**config.mk**
```make
export PLATFORM = sky130hd
export DESIGN_NAME = zero_seq_recloser
export DESIGN_NICKNAME = d
export VERILOG_FILES = /design/src/core/zsr_pkg.sv /design/src/core/zero_seq_recloser.sv /design/src/core/zsr_log_mem.sv
export SDC_FILE = /design/constraint.sdc
export NUM_CORES = 2
export LEC_CHECK = 0
export ABC_CLOCK_PERIOD_IN_PS = 4200
export BUFFER_PORTS_ARGS = -buffer_cell sky130_fd_sc_hd__buf_2
export CELL_PAD_IN_SITES_DETAIL_PLACEMENT = 1
export CELL_PAD_IN_SITES_GLOBAL_PLACEMENT = 1
export CORE_ASPECT_RATIO = 1.1
export CORE_MARGIN = 2
export CORE_UTILIZATION = 50
export DETAILED_ROUTE_END_ITERATION = 8
export GPL_ROUTABILITY_DRIVEN = 0
export PLACE_DENSITY_LB_ADDON = 0.2
export SLEW_MARGIN = 10
export SYNTH_ARGS = -nofsm -noshare
export SYNTH_HDL_FRONTEND = slang
export SYNTH_HIERARCHICAL = 1
export SYNTH_SLANG_ARGS = --single-unit
```
**constraint.sdc**
```tcl
create_clock -name CORE_CLK_I -period 4.2 [get_ports CORE_CLK_I]
set_input_delay 0.84 -clock CORE_CLK_I [delete_from_list [all_inputs] [get_ports CORE_CLK_I]]
set_output_delay 0.84 -clock CORE_CLK_I [all_outputs]
set_load 0.1 [all_outputs]
```
**src/core/zsr_pkg.sv**
```systemverilog
// package: register map, field layout, reset values and timing for the zero-sequence recloser
package zsr_pkg;
    // =========================================================================
    // timing
    localparam int unsigned CLK_PERIOD_NS = 10;
    localparam int unsigned DELAY_STEP_NS = 5_000_000;
    localparam int unsigned STAMP_STEP_NS = 1_000_000;
    localparam int unsigned DELAY_STEP_CYCLES = DELAY_STEP_NS / CLK_PERIOD_NS;
    localparam int unsigned STAMP_STEP_CYCLES = STAMP_STEP_NS / CLK_PERIOD_NS;
    // =========================================================================
    // sizes
    localparam int unsigned GROUPS = 8;
    localparam int unsigned LOG_DEPTH = 12;
    localparam int unsigned DELAY_W = 19;
    localparam int unsigned EVT_W = 10;
    localparam int unsigned REC_W = 56;
    localparam logic [3:0] LOG_LAST = 4'hb;
    // =========================================================================
    // register byte addresses
    localparam logic [7:0] CTRL_ADDR = 8'h00;
    localparam logic [7:0] COND_ADDR = 8'h04;
    localparam logic [7:0] EVT_STAT_ADDR = 8'h08;
    localparam logic [7:0] EVT_CLR_ADDR = 8'h0c;
    localparam logic [7:0] EVT_EN_ADDR = 8'h10;
    localparam logic [7:0] EVT_SEL_ADDR = 8'h14;
    localparam logic [7:0] TIME_ADDR = 8'h18;
    localparam logic [7:0] LOG_INFO_ADDR = 8'h1c;
    localparam logic [7:0] LOG_SEL_ADDR = 8'h20;
    localparam logic [7:0] LOG_TS_ADDR = 8'h24;
    localparam logic [7:0] LOG_REC_ADDR = 8'h28;
    localparam logic [7:0] DELAY_BASE_ADDR = 8'h40;
    localparam logic [7:0] DELAY_LAST_ADDR = 8'h5c;
    // =========================================================================
    // fields: CTRL[0] force enable, CTRL[3:1] forced status, CTRL[6:4] group
    localparam int unsigned CTRL_FORCE_EN_BIT = 0;
    localparam int unsigned CTRL_FORCE_LSB = 1;
    localparam int unsigned CTRL_GROUP_LSB = 4;
    // event flag order, ON at bit 2*i, OFF at bit 2*i+1
    localparam int unsigned FLAG_REQUEST = 0;
    localparam int unsigned FLAG_BLOCKED = 1;
    localparam int unsigned FLAG_ACTIVE = 2;
    localparam int unsigned FLAG_CLOSE = 3;
    localparam int unsigned FLAG_OV_BLOCK = 4;
    // =========================================================================
    // reset values and response codes
    localparam logic [EVT_W-1:0] EVT_SEL_RESET = 10'h3ff;
    localparam logic [DELAY_W-1:0] DELAY_RESET = 19'h00000;
    localparam logic [1:0] RESP_OKAY = 2'h0;
    localparam logic [1:0] RESP_DECERR = 2'h3;

    typedef enum logic [2:0] {
        COND_NORMAL = 3'h0,
        COND_REQUESTED = 3'h1,
        COND_BLOCKED = 3'h2,
        COND_ACTIVE = 3'h3,
        COND_CLOSE_CMD = 3'h4,
        COND_CLOSED_BLK = 3'h5
    } cond_t;

    typedef enum logic [2:0] {
        FORCE_NORMAL = 3'h0,
        FORCE_BLOCK = 3'h1,
        FORCE_REQUESTED = 3'h2,
        FORCE_CLOSE_CMD = 3'h3,
        FORCE_CLOSED_BLK = 3'h4
    } force_t;
endpackage
```
**src/core/zero_seq_recloser.sv**
```systemverilog
// zero-sequence recloser control with AXI4-Lite registers, event flags and record log
//
// The implementer's own choices: the placing of the registers and the AXI4-Lite interface to the registers.
`timescale 1ns/1ps
module zero_seq_recloser
    import zsr_pkg::*;
#(
    parameter int unsigned TICK_CYCLES = DELAY_STEP_CYCLES,
    parameter int unsigned MS_CYCLES = STAMP_STEP_CYCLES
) (
    // clock, reset, clock enable
    input wire logic CORE_CLK_I,
    input wire logic RSTN_I,
    input wire logic CE_I,
    // recloser pins
    input wire logic ENABLE_I,
    input wire logic OVERVOLTAGE_TRIP_IN_I,
    input wire logic OVERVOLTAGE_BLOCKED_IN_I,
    output logic RECLOSER_BLOCKED_O,
    output logic RECLOSER_ACTIVE_O,
    output logic BREAKER_CLOSE_CMD_O,
    output logic OVERVOLTAGE_BLOCK_OUT_O,
    output logic IRQ_O,
    // AXI4-Lite write
    input wire logic AWVALID_I,
    output logic AWREADY_O,
    input wire logic [7:0] AWADDR_I,
    input wire logic WVALID_I,
    output logic WREADY_O,
    input wire logic [31:0] WDATA_I,
    input wire logic [3:0] WSTRB_I,
    output logic BVALID_O,
    input wire logic BREADY_I,
    output logic [1:0] BRESP_O,
    // AXI4-Lite read
    input wire logic ARVALID_I,
    output logic ARREADY_O,
    input wire logic [7:0] ARADDR_I,
    output logic RVALID_O,
    input wire logic RREADY_I,
    output logic [31:0] RDATA_O,
    output logic [1:0] RRESP_O
);
    typedef struct packed {
        logic [1:0] en_s;
        logic [1:0] trip_s;
        logic [1:0] blk_s;
        cond_t fsm;
        logic [19:0] pre_tick;
        logic [DELAY_W-1:0] cnt;
        logic [19:0] pre_ms;
        logic [31:0] ms;
        logic [4:0] flags;
        logic [4:0] prev;
        logic been_active;
        logic [EVT_W-1:0] evt_stat;
        logic [EVT_W-1:0] evt_en;
        logic [EVT_W-1:0] evt_sel;
        logic force_en;
        logic [2:0] force_sel;
        logic [2:0] group;
        logic [GROUPS-1:0][DELAY_W-1:0] delay;
        logic [3:0] log_head;
        logic [3:0] log_cnt;
        logic [3:0] log_sel;
        logic irq;
        logic awready;
        logic wready;
        logic aw_got;
        logic w_got;
        logic [7:0] awaddr;
        logic [31:0] wdata;
        logic [3:0] wstrb;
        logic bvalid;
        logic [1:0] bresp;
        logic arready;
        logic rvalid;
        logic [31:0] rdata;
        logic [1:0] rresp;
    } state_t;

    state_t st, next_st;
    logic [REC_W-1:0] log_rdata;
    logic [4:0] ev_on;
    logic [4:0] ev_off;
    logic [EVT_W-1:0] ev_all;
    logic log_we;
    logic [REC_W-1:0] log_wdata;

    // =========================================================================
    // events and log write
    assign ev_on = st.flags & ~st.prev;
    assign ev_off = st.prev & ~st.flags;
    generate
        for (genvar i = 0; i < 5; i++) begin : g_evt
            assign ev_all[2*i] = ev_on[i];
            assign ev_all[2*i+1] = ev_off[i];
        end
    endgenerate
    assign log_we = ev_on[FLAG_CLOSE] | ev_on[FLAG_BLOCKED];
    // record: timestamp, been active, time before close, group, event (1 = close)
    assign log_wdata = {st.ms, st.been_active, st.cnt, st.group, ev_on[FLAG_CLOSE]};

    zsr_log_mem u_log_mem (
        .clk_i(CORE_CLK_I),
        .rstn_i(RSTN_I),
        .ce_i(CE_I),
        .we_i(log_we),
        .waddr_i(st.log_head),
        .wdata_i(log_wdata),
        .raddr_i(st.log_sel),
        .rdata_o(log_rdata)
    );

    function automatic logic [31:0] merge(input logic [31:0] old, input logic [31:0] data,
                                          input logic [3:0] strb);
        logic [31:0] res;
        res = old;
        for (int b = 0; b < 4; b++) begin
            if (strb[b]) begin
                res[8*b +: 8] = data[8*b +: 8];
            end
        end
        return res;
    endfunction

    function automatic logic [4:0] flags_of(input cond_t c);
        logic [4:0] f;
        f = '0;
        f[FLAG_REQUEST] = (c == COND_REQUESTED);
        f[FLAG_BLOCKED] = (c == COND_BLOCKED);
        f[FLAG_ACTIVE] = (c == COND_REQUESTED) || (c == COND_ACTIVE) ||
            (c == COND_CLOSE_CMD) || (c == COND_CLOSED_BLK);
        f[FLAG_CLOSE] = (c == COND_CLOSE_CMD);
        f[FLAG_OV_BLOCK] = (c == COND_ACTIVE) || (c == COND_CLOSE_CMD) ||
            (c == COND_CLOSED_BLK);
        return f;
    endfunction

    always_comb begin
        logic en;
        logic trip;
        logic blk;
        logic [31:0] wr;
        logic [31:0] cur;
        logic [EVT_W-1:0] clr;
        cond_t shown;
        en = st.en_s[1];
        trip = st.trip_s[1];
        blk = st.blk_s[1];
        wr = '0;
        cur = '0;
        clr = '0;
        shown = COND_NORMAL;
        next_st = st;
        // pins pass two flops before use
        next_st.en_s = {st.en_s[0], ENABLE_I};
        next_st.trip_s = {st.trip_s[0], OVERVOLTAGE_TRIP_IN_I};
        next_st.blk_s = {st.blk_s[0], OVERVOLTAGE_BLOCKED_IN_I};

        // =====================================================================
        // millisecond timestamp
        if (st.pre_ms >= 20'(MS_CYCLES - 1)) begin
            next_st.pre_ms = '0;
            next_st.ms = st.ms + 32'h1;
        end else begin
            next_st.pre_ms = st.pre_ms + 20'h1;
        end

        // =====================================================================
        // sequence
        if (!en) begin
            next_st.fsm = COND_BLOCKED;
        end else begin
            case (st.fsm)
                COND_BLOCKED: next_st.fsm = COND_NORMAL;
                COND_NORMAL: begin
                    if (trip) begin
                        next_st.fsm = COND_REQUESTED;
                    end
                end
                COND_REQUESTED: begin
                    if (blk) begin
                        next_st.fsm = COND_ACTIVE;
                    end else if (!trip) begin
                        next_st.fsm = COND_NORMAL; // fault cleared by own trip
                    end
                end
                COND_ACTIVE: begin
                    if (!blk) begin
                        next_st.fsm = COND_REQUESTED;
                    end else if (st.cnt >= st.delay[st.group]) begin
                        next_st.fsm = COND_CLOSE_CMD;
                    end
                end
                COND_CLOSE_CMD: next_st.fsm = COND_CLOSED_BLK;
                COND_CLOSED_BLK: begin
                    // protection stays blocked by us until its indications drop
                    if (!trip && !blk) begin
                        next_st.fsm = COND_NORMAL;
                    end
                end
                default: next_st.fsm = COND_NORMAL;
            endcase
        end

        // delay runs in 5 ms steps, only while the protection reports blocked
        if (st.fsm == COND_ACTIVE && blk) begin
            if (st.pre_tick >= 20'(TICK_CYCLES - 1)) begin
                next_st.pre_tick = '0;
                next_st.cnt = st.cnt + 19'h1;
            end else begin
                next_st.pre_tick = st.pre_tick + 20'h1;
            end
        end else if (st.fsm != COND_CLOSE_CMD && st.fsm != COND_CLOSED_BLK) begin
            next_st.pre_tick = '0;
            next_st.cnt = '0;
        end

        // forcing overrides what the outputs show, the sequence keeps running
        shown = next_st.fsm;
        if (st.force_en) begin
            case (st.force_sel)
                FORCE_BLOCK: shown = COND_BLOCKED;
                FORCE_REQUESTED: shown = COND_REQUESTED;
                FORCE_CLOSE_CMD: shown = COND_CLOSE_CMD;
                FORCE_CLOSED_BLK: shown = COND_CLOSED_BLK;
                default: shown = next_st.fsm;
            endcase
        end
        next_st.flags = flags_of(shown);
        next_st.prev = st.flags;

        // =====================================================================
        // log ring and been-active tracking
        if (log_we) begin
            next_st.log_head = (st.log_head == LOG_LAST) ? 4'h0 : st.log_head + 4'h1;
            if (st.log_cnt != LOG_LAST + 4'h1) begin
                next_st.log_cnt = st.log_cnt + 4'h1;
            end
            next_st.been_active = 1'b0;
        end
        if (st.flags[FLAG_ACTIVE]) begin
            next_st.been_active = 1'b1;
        end

        // =====================================================================
        // write channel: address and data may arrive in either order
        if (AWVALID_I && st.awready) begin
            next_st.aw_got = 1'b1;
            next_st.awaddr = AWADDR_I;
        end
        if (WVALID_I && st.wready) begin
            next_st.w_got = 1'b1;
            next_st.wdata = WDATA_I;
            next_st.wstrb = WSTRB_I;
        end
        if (st.bvalid && BREADY_I) begin
            next_st.bvalid = 1'b0;
        end
        if (st.aw_got && st.w_got && !st.bvalid) begin
            next_st.aw_got = 1'b0;
            next_st.w_got = 1'b0;
            next_st.bvalid = 1'b1;
            next_st.bresp = RESP_OKAY;
            case (st.awaddr)
                CTRL_ADDR: begin
                    cur = {25'h0, st.group, st.force_sel, st.force_en};
                    wr = merge(cur, st.wdata, st.wstrb);
                    next_st.force_en = wr[CTRL_FORCE_EN_BIT];
                    next_st.force_sel = wr[CTRL_FORCE_LSB +: 3];
                    next_st.group = wr[CTRL_GROUP_LSB +: 3];
                end
                EVT_CLR_ADDR: begin
                    wr = merge(32'h0, st.wdata, st.wstrb);
                    clr = wr[EVT_W-1:0];
                end
                EVT_EN_ADDR: begin
                    wr = merge({22'h0, st.evt_en}, st.wdata, st.wstrb);
                    next_st.evt_en = wr[EVT_W-1:0];
                end
                EVT_SEL_ADDR: begin
                    wr = merge({22'h0, st.evt_sel}, st.wdata, st.wstrb);
                    next_st.evt_sel = wr[EVT_W-1:0];
                end
                LOG_SEL_ADDR: begin
                    wr = merge({28'h0, st.log_sel}, st.wdata, st.wstrb);
                    next_st.log_sel = wr[3:0];
                end
                COND_ADDR, EVT_STAT_ADDR, TIME_ADDR, LOG_INFO_ADDR, LOG_TS_ADDR,
                LOG_REC_ADDR: begin
                    next_st.bresp = RESP_OKAY;
                end
                default: begin
                    if (st.awaddr >= DELAY_BASE_ADDR && st.awaddr <= DELAY_LAST_ADDR &&
                        st.awaddr[1:0] == 2'h0) begin
                        cur = {13'h0, st.delay[st.awaddr[4:2]]};
                        wr = merge(cur, st.wdata, st.wstrb);
                        next_st.delay[st.awaddr[4:2]] = wr[DELAY_W-1:0];
                    end else begin
                        next_st.bresp = RESP_DECERR;
                    end
                end
            endcase
        end
        next_st.awready = !next_st.aw_got && !next_st.bvalid;
        next_st.wready = !next_st.w_got && !next_st.bvalid;

        // event flags: set wins over clear
        next_st.evt_stat = (st.evt_stat & ~clr) | (ev_all & st.evt_sel);
        next_st.irq = |(next_st.evt_stat & st.evt_en);

        // =====================================================================
        // read channel
        if (st.rvalid && RREADY_I) begin
            next_st.rvalid = 1'b0;
            next_st.arready = 1'b1;
        end
        if (ARVALID_I && st.arready) begin
            next_st.arready = 1'b0;
            next_st.rvalid = 1'b1;
            next_st.rresp = RESP_OKAY;
            next_st.rdata = '0;
            case (ARADDR_I)
                CTRL_ADDR: next_st.rdata = {25'h0, st.group, st.force_sel, st.force_en};
                COND_ADDR: next_st.rdata = {24'h0, en, st.flags[FLAG_OV_BLOCK],
                    st.flags[FLAG_CLOSE], st.flags[FLAG_ACTIVE], st.flags[FLAG_BLOCKED],
                    shown};
                EVT_STAT_ADDR: next_st.rdata = {22'h0, st.evt_stat};
                EVT_CLR_ADDR: next_st.rdata = '0;
                EVT_EN_ADDR: next_st.rdata = {22'h0, st.evt_en};
                EVT_SEL_ADDR: next_st.rdata = {22'h0, st.evt_sel};
                TIME_ADDR: next_st.rdata = st.ms;
                LOG_INFO_ADDR: next_st.rdata = {24'h0, st.log_cnt, st.log_head};
                LOG_SEL_ADDR: next_st.rdata = {28'h0, st.log_sel};
                LOG_TS_ADDR: next_st.rdata = log_rdata[REC_W-1 -: 32];
                LOG_REC_ADDR: next_st.rdata = {8'h0, log_rdata[23:0]};
                default: begin
                    if (ARADDR_I >= DELAY_BASE_ADDR && ARADDR_I <= DELAY_LAST_ADDR &&
                        ARADDR_I[1:0] == 2'h0) begin
                        next_st.rdata = {13'h0, st.delay[ARADDR_I[4:2]]};
                    end else begin
                        next_st.rresp = RESP_DECERR;
                    end
                end
            endcase
        end
    end

    always_ff @(posedge CORE_CLK_I or negedge RSTN_I) begin
        if (!RSTN_I) begin
            st <= '0;
            st.fsm <= COND_BLOCKED;
            st.flags <= 5'h02;
            st.prev <= 5'h02;
            st.evt_sel <= EVT_SEL_RESET;
            st.delay <= {GROUPS{DELAY_RESET}};
            st.awready <= 1'b1;
            st.wready <= 1'b1;
            st.arready <= 1'b1;
        end else if (CE_I) begin
            st <= next_st;
        end
    end

    // =========================================================================
    // outputs straight from state flops
    assign RECLOSER_BLOCKED_O = st.flags[FLAG_BLOCKED];
    assign RECLOSER_ACTIVE_O = st.flags[FLAG_ACTIVE];
    assign BREAKER_CLOSE_CMD_O = st.flags[FLAG_CLOSE];
    assign OVERVOLTAGE_BLOCK_OUT_O = st.flags[FLAG_OV_BLOCK];
    assign IRQ_O = st.irq;
    assign AWREADY_O = st.awready;
    assign WREADY_O = st.wready;
    assign BVALID_O = st.bvalid;
    assign BRESP_O = st.bresp;
    assign ARREADY_O = st.arready;
    assign RVALID_O = st.rvalid;
    assign RDATA_O = st.rdata;
    assign RRESP_O = st.rresp;
endmodule // zero_seq_recloser

```
**src/core/zsr_log_mem.sv**
```systemverilog
// twelve-entry record store with registered read data
`timescale 1ns/1ps
module zsr_log_mem
    import zsr_pkg::*;
(
    // clock and reset
    input wire logic clk_i,
    input wire logic rstn_i,
    input wire logic ce_i,
    // write side
    input wire logic we_i,
    input wire logic [3:0] waddr_i,
    input wire logic [REC_W-1:0] wdata_i,
    // read side
    input wire logic [3:0] raddr_i,
    output logic [REC_W-1:0] rdata_o
);
    typedef struct packed {
        logic [LOG_DEPTH-1:0][REC_W-1:0] mem;
        logic [REC_W-1:0] rdata;
    } mem_state_t;

    mem_state_t st, next_st;

    always_comb begin
        next_st = st;
        if (we_i && waddr_i <= LOG_LAST) begin
            next_st.mem[waddr_i] = wdata_i;
        end
        next_st.rdata = (raddr_i <= LOG_LAST) ? st.mem[raddr_i] : '0;
    end

    always_ff @(posedge clk_i or negedge rstn_i) begin
        if (!rstn_i) begin
            st <= '0;
        end else if (ce_i) begin
            st <= next_st;
        end
    end

    assign rdata_o = st.rdata;
endmodule // zsr_log_mem

```
After elaboration in Yosys (flattened, before gate mapping)
Index checks and enable logic that the tools add are counted.
{"block": "classes", "n_reduce_logical": 60, "eq_ne": 38, "magnitude_cmp": 16, "add_sub_neg": 6, "muxes": 62, "bitwise": 11}
{"cell": "$bwmux W672", "count": 1}
{"cell": "$pmux W32 S11", "count": 1}
{"cell": "$bmux W56 S4", "count": 1}
{"cell": "$demux W56 S4", "count": 1}
{"cell": "$bmux W19 S3", "count": 3}
{"cell": "$mux W56", "count": 3}
{"cell": "$bwmux W152", "count": 1}
{"cell": "$mux W19", "count": 6}
{"cell": "$mux W39", "count": 2}
{"cell": "$mux W8", "count": 9}
{"cell": "$eq A8 B5 Y1 const B", "count": 8}
{"cell": "$demux W19 S3", "count": 1}
{"cell": "$eq A8 B6 Y1 const B", "count": 6}
{"cell": "$add A20 B1 Y20 const B", "count": 2}
{"cell": "$mux W20", "count": 2}
{"cell": "$mux W3", "count": 13}
{"cell": "$mux W36", "count": 1}
{"cell": "$add A32 B1 Y32 const B", "count": 1}
{"cell": "$eq A8 B4 Y1 const B", "count": 4}
{"cell": "$and A10 B10 Y10", "count": 3}
{"cell": "$reduce_and A4 Y1", "count": 7}
{"cell": "$reduce_or A11 Y1", "count": 2}
{"cell": "$ge A20 B17 Y1 const B", "count": 1}
{"cell": "$ge A20 B19 Y1 const B", "count": 1}
{"cell": "40 further kinds", "count": 113}
{"block": "word_totals", "out_inout_bits": 46, "register_bits": 1114, "elab_cells": 250, "inputBits": 63}

Depth between registers and ports, before layout
{"block": "logic_depth", "word_depth": 13, "ltp_mapped": 13, "ltp_nobuf": 11}

By module
The synthesis kept the hierarchy.
{"module": "zsr_log_mem", "instances": 1, "area_each_um2": 32904.1, "seq_area_each_um2": 18217.5, "cells_per_inst": 2434}
{"module": "zero_seq_recloser", "instances": 1, "area_each_um2": 20699.9, "seq_area_each_um2": 9629.2, "cells_per_inst": 1929}

Least setup slack after synthesis
OpenSTA, ideal clock, no wires.
{"block": "synth_timing", "path_type": "reg2reg", "startpoint": "register st (netlist bit log_wdata[1])", "endpoint": "register st (netlist bit RDATA_O[1])", "setup_ns": 0.104, "n_path_buf": 2, "path_stages_with_launch": 14, "arrival_time_ns": 3.408, "setup_slack_ns": 0.688, "period_less_slack_ns": 3.512, "required_time_ns": 4.096, "cell_sequence": "dfrtp_1 > clkbuf_1 > clkbuf_1 > mux4_2 > mux2_2 > ha_1 > nor2b_1 > o21ai_0 > a21oi_1 > nand4_1 > o2111a_1 > a211oi_1 > nand2_1 > a221oi_1"}
{"block": "synth_between", "elab_chain_cells": 10}
{"element": "start: declaration", "line": "zero_seq_recloser.sv:82", "text": "state_t st, next_st;"}
{"element": "start signal: assignment", "line": "zero_seq_recloser.sv:362", "text": "st <= next_st;"}
{"element": "$bmux W19 S3 (*)", "line": "zero_seq_recloser.sv:192", "text": "end else if (st.cnt >= st.delay[st.group]) begin"}
{"element": "$mux W19 (implied by the code) (*)", "line": "zero_seq_recloser.sv:192"}
{"element": "$ge A19 B19 Y1 (*)", "line": "zero_seq_recloser.sv:192"}
{"element": "$mux W3 (*)", "line": "zero_seq_recloser.sv:192"}
{"element": "$mux W3 (*)", "line": "zero_seq_recloser.sv:190", "text": "if (!blk) begin"}
{"element": "$pmux W3 S5 (*)", "line": "zero_seq_recloser.sv:175", "text": "case (st.fsm)"}
{"element": "$mux W3 (*)", "line": "zero_seq_recloser.sv:172", "text": "if (!en) begin"}
{"element": "$pmux W3 S4", "line": "zero_seq_recloser.sv:223", "text": "case (st.force_sel)"}
{"element": "$mux W3 (*)", "line": "zero_seq_recloser.sv:222", "text": "if (st.force_en) begin"}
{"element": "$pmux W32 S11 (*)", "line": "zero_seq_recloser.sv:324", "text": "case (ARADDR_I)"}
Mark *: on every way between the ends. The rest lies on a longest branch, timed or not. The select of a mux whose other input is x is not followed.
A chain may end at the register's enable or synchronous reset.

Final worst setup path
Ends and elaborated chain as after synthesis.

==> summary.txt <==
Synthesis
  • Distinct cell type count after synthesis: 74
  • Synthesized instance count: 4,363
  • Sequential fraction of the synthesis area: 51.9%
  • Syn Nets: between 4,000 and 5,000
  • Number of synthesized flops with an enable pin: 0
  • Dominant synthesized flop cell: dfrtp_1
  • Yosys top cell area share: 51.2%
  • Top post-synthesis cells by area: dfrtp_1 (51%), mux2_2 (15%), mux2i_1 (7.3%)
  • Synthesis-stage register bit count: 1,112
  • Syn Std Cell Area: 53,600 µm²
  • Avg Synthesized Cell Area: 12.3 µm²
  • Yosys top cell by area: dfrtp_1
  • Yosys warns: 6
  • Post-synth ARST share: 100%

Die
  • Die Area: roughly 110,000 µm²
  • Core Region: 106,000 µm²
  • FP Rows: ~130
  • Starting Density: 50.6%
  • Die Height: approximately 350 µm
  • Die Wd: ~320 µm
  • IO Count: roughly 110

STA
  • Final hold slack: 186 ps
  • Final setup fails: 0
  • Worst slew margin: 22.3%
  • Sum Neg Setup Slack: 0 ps
  • Final Hold Fails: 0
  • Crit share post-route: 93.6%
  • RSZ-0062 raised after global routing: no
  • Max Clk Rate: 254 MHz
  • Slew Limit Fails: 0
  • Tightest Pin Transition: ~1200 ps
  • Layout Skew: 28.1 ps
  • Final min period: 3930 ps

Clock tree
  • H-Tree Depth: 3
  • CTS tree: built
  • Hold_buf cts: 0
  • Cts bufs inserted: ~120
  • CTS root buffer: clkbuf_16
  • # Post-CTS Setup Buffers: 0
  • Clk_lat worst skew: 720 ps
  • Worst-case clock buffer depth: 3
  • CTS sink cnt: approximately 1,100
  • Reg clk slew, reported paths: approximately 60 ps

Flow run
  • Maximum Capacitance Violations: 0

Worst setup path
  • CP Cell Sequence: buf_12 -> buf_4 -> mux4_2 -> mux2i_1 -> ha_1 -> nand2_1 -> nor3_1 -> a21oi_1 -> nand4_1 -> o2111a_1 -> a211oi_2 -> nand2_1 -> a221oi_1
  • Worst Setup Path Type: flip-flop to flip-flop
  • Most used cell, CP: nand2_1
  • Arr. time, crit path: between 4000 and 5000 ps
  • Crit end category: flip-flop
  • Critical Path Fanout Max: 17
  • Buffers plus inverters on the worst setup path: 2
  • Slowest stage delay, CP: 580 ps
  • Worst EP required: 4810 ps
  • Family with the most delay on the worst path: compound AO/OA/AOI/OAI gates
  • Worst path slowest cell: dfrtp_2
  • Crit start category: flip-flop

Global routing
  • Total global routing overflow: 0
  • GRT Total Usage: between 20% and 30%
  • Initial antenna violation count: 5
  • Vias in the first global route: 38,900
  • Global-route wire length before repair: 241,000 µm
  • Maximum number of pins on one net before global-route repair: 116

Place
  • Dpl hpwl: about 95,000 µm
  • Post-DP Area: between 50,000 and 60,000 µm²
  • IO buf count: 94

Detailed routing
  • Initial DRC Count: 2,413
  • Vias: 35,900
  • TritonRoute pass-1 iters: 5
  • Routed WL: 158,000 µm
  • Vias per cell: slightly above 6
  • Post-route ant nets: 0
  • Drt wl/cell: 27.4 µm
  • # DRC: 0

Final layout
  • Layout cells sized above 1: 30.5%
  • Nets@finish: 4,363
  • Design Area, Final: 59,200 µm²
  • Area grow syn2layout: 10.5%
  • Filler cells: 10,600

Power
  • VDD IR-drop max: between 0.5 and 0.6 mV
  • P_leak: approximately 27 nW
  • P per Cell Area: approximately 440 nW/µm²

Outcome
  • Run status: finished clean

Hold path
  • Hold WC Path Type: primary input to asynchronous set/reset pin
-- worst register-to-register path, cell delays in order (launching register included) --
cell and delay, ps:
dfrtp_2 580, buf_12 220, buf_4 270, mux4_2 550, mux2i_1 240, ha_1 280
nand2_1 70, nor3_1 50, a21oi_1 400, nand4_1 220, o2111a_1 240, a211oi_2 320
nand2_1 100, a221oi_1 300
-- cell usage after synthesis, drive strengths merged, types with 3 or more instances --
library cell,count
o22ai,169
a31oi,5
inv,25
o221ai,6
nand2b,24
xnor2,40
buf,240
a22o,10
nand3,62
o21ai,217
nand2,273
xor2,26
and4,6
and2,17
nor2,308
nor4,62
and3,36
dfrtp,1096
o31ai,8
o21a,3
a221oi,15
a32oi,3
or2,7
a21oi,68
nor2b,7
a21boi,9
nand3b,7
a222oi,21
mux4,114
ha,26
nand4,28
dfstp,16
mux2i,389
o211ai,4
or3,8
a22oi,21
clkbuf,188
nor3,19
mux2,751
-- worst paths after layout --
kind,start,to,slack (ps),cells after the start
setup / recovery,log_wdata[1],RDATA_O[1],270,13
hold / removal,RSTN_I,st[346],190,1
setup reg to reg,log_wdata[1],RDATA_O[1],270,13
hold reg to reg,RDATA_O[19],RDATA_O[19],480,2
max in group asynchronous,RSTN_I,u_log_mem/st[239],2850,2
min in group CORE_CLK_I,WDATA_I[17],st[60],340,2
-- per-stage QoR --
stage / utilization, % / cells / setup WS, ps / total power (W)
after floorplan: - / 4363 / 688 / 0.0139
after global placement: 52.1 / 5551 / 273 / 0.0151
after detailed placement: 52.1 / 5551 / 258 / 0.0152
after CTS: 55.9 / 5767 / 186 / 0.0261
after global routing: 55.9 / 5767 / 71.4 / 0.0268
final: 55.9 / 5769 / 269 / 0.0259
-- area by class of cell --
| class | count | area [µm²] | share of cell area (%) |
|---|---|---|---|
| timing repair buffer | 219 | 1830 | 3.08 |
| antenna | 2 | 5.00 | 0.00845 |
| inverter | 25 | 93.8 | 0.158 |
| clock inverter | 42 | 576 | 0.971 |
| clock buffer | 174 | 3460 | 5.85 |
| multi-input combinational | 2798 | 23700 | 40.0 |
| sequential | 1112 | 27900 | 47.0 |
| tap | 1397 | 1750 | 2.95 |
-- state kept, by name, indices dropped and copies added (netlist names), 4 cells and up --
signal and count:
RDATA_O 32, log_wdata 55, next_st 4, st 281
u_log_mem/rdata_o 56, u_log_mem/st 672
-- cell usage in the layout (no fill, tap or decap), types with 60 or more instances in the layout --
cell,instances
a21oi_1,67
buf_2,92
buf_4,93
clkbuf_16,119
dfrtp_1,1090
mux2_2,711
mux2i_1,389
mux4_2,114
nand2_1,268
nand3_1,61
nor2_1,301
nor4_1,60
o21ai_0,195
o22ai_1,169
-- cells by family (layout without fill, tap and decap cells) --
kind of cell,Yosys count,in the layout,synth area share (%)
muxes,1254,1254,28.1
buffers and inverters,453,460,4.17
other,0,2,0
xor gates and xnor gates,66,66,1.08
AOI/OAI and AO/OA,580,580,6.68
and+or+nand+nor,872,872,7.41
adders and majority gates,26,26,0.607
DFF,1112,1112,51.9
-- routing by layer --
layer	GRT usage (%)	vias to the layer above	wire (µm)
met4	10.2	2	5320
met5	0	-	10
met3	3.87	294	7000
met1	37.6	19100	66700
met2	49.6	872	78800
li1	-	15600	-
-- power by group --
group	internal (W)	leakage, nW	switching (W)
Clock	0.00648	1.99	0.00441
Combinational	0.00112	9.28	0.00201
Sequential	0.0112	15.2	0.000696
Total	0.0188	26.5	0.00712
-- repair_timing --
action                                 CTS  global route
endpoints found under the hold margin    0             0
gates resized for setup                  0             1
setup endpoints to repair                0             1
(Power assumes the default switching activity.)
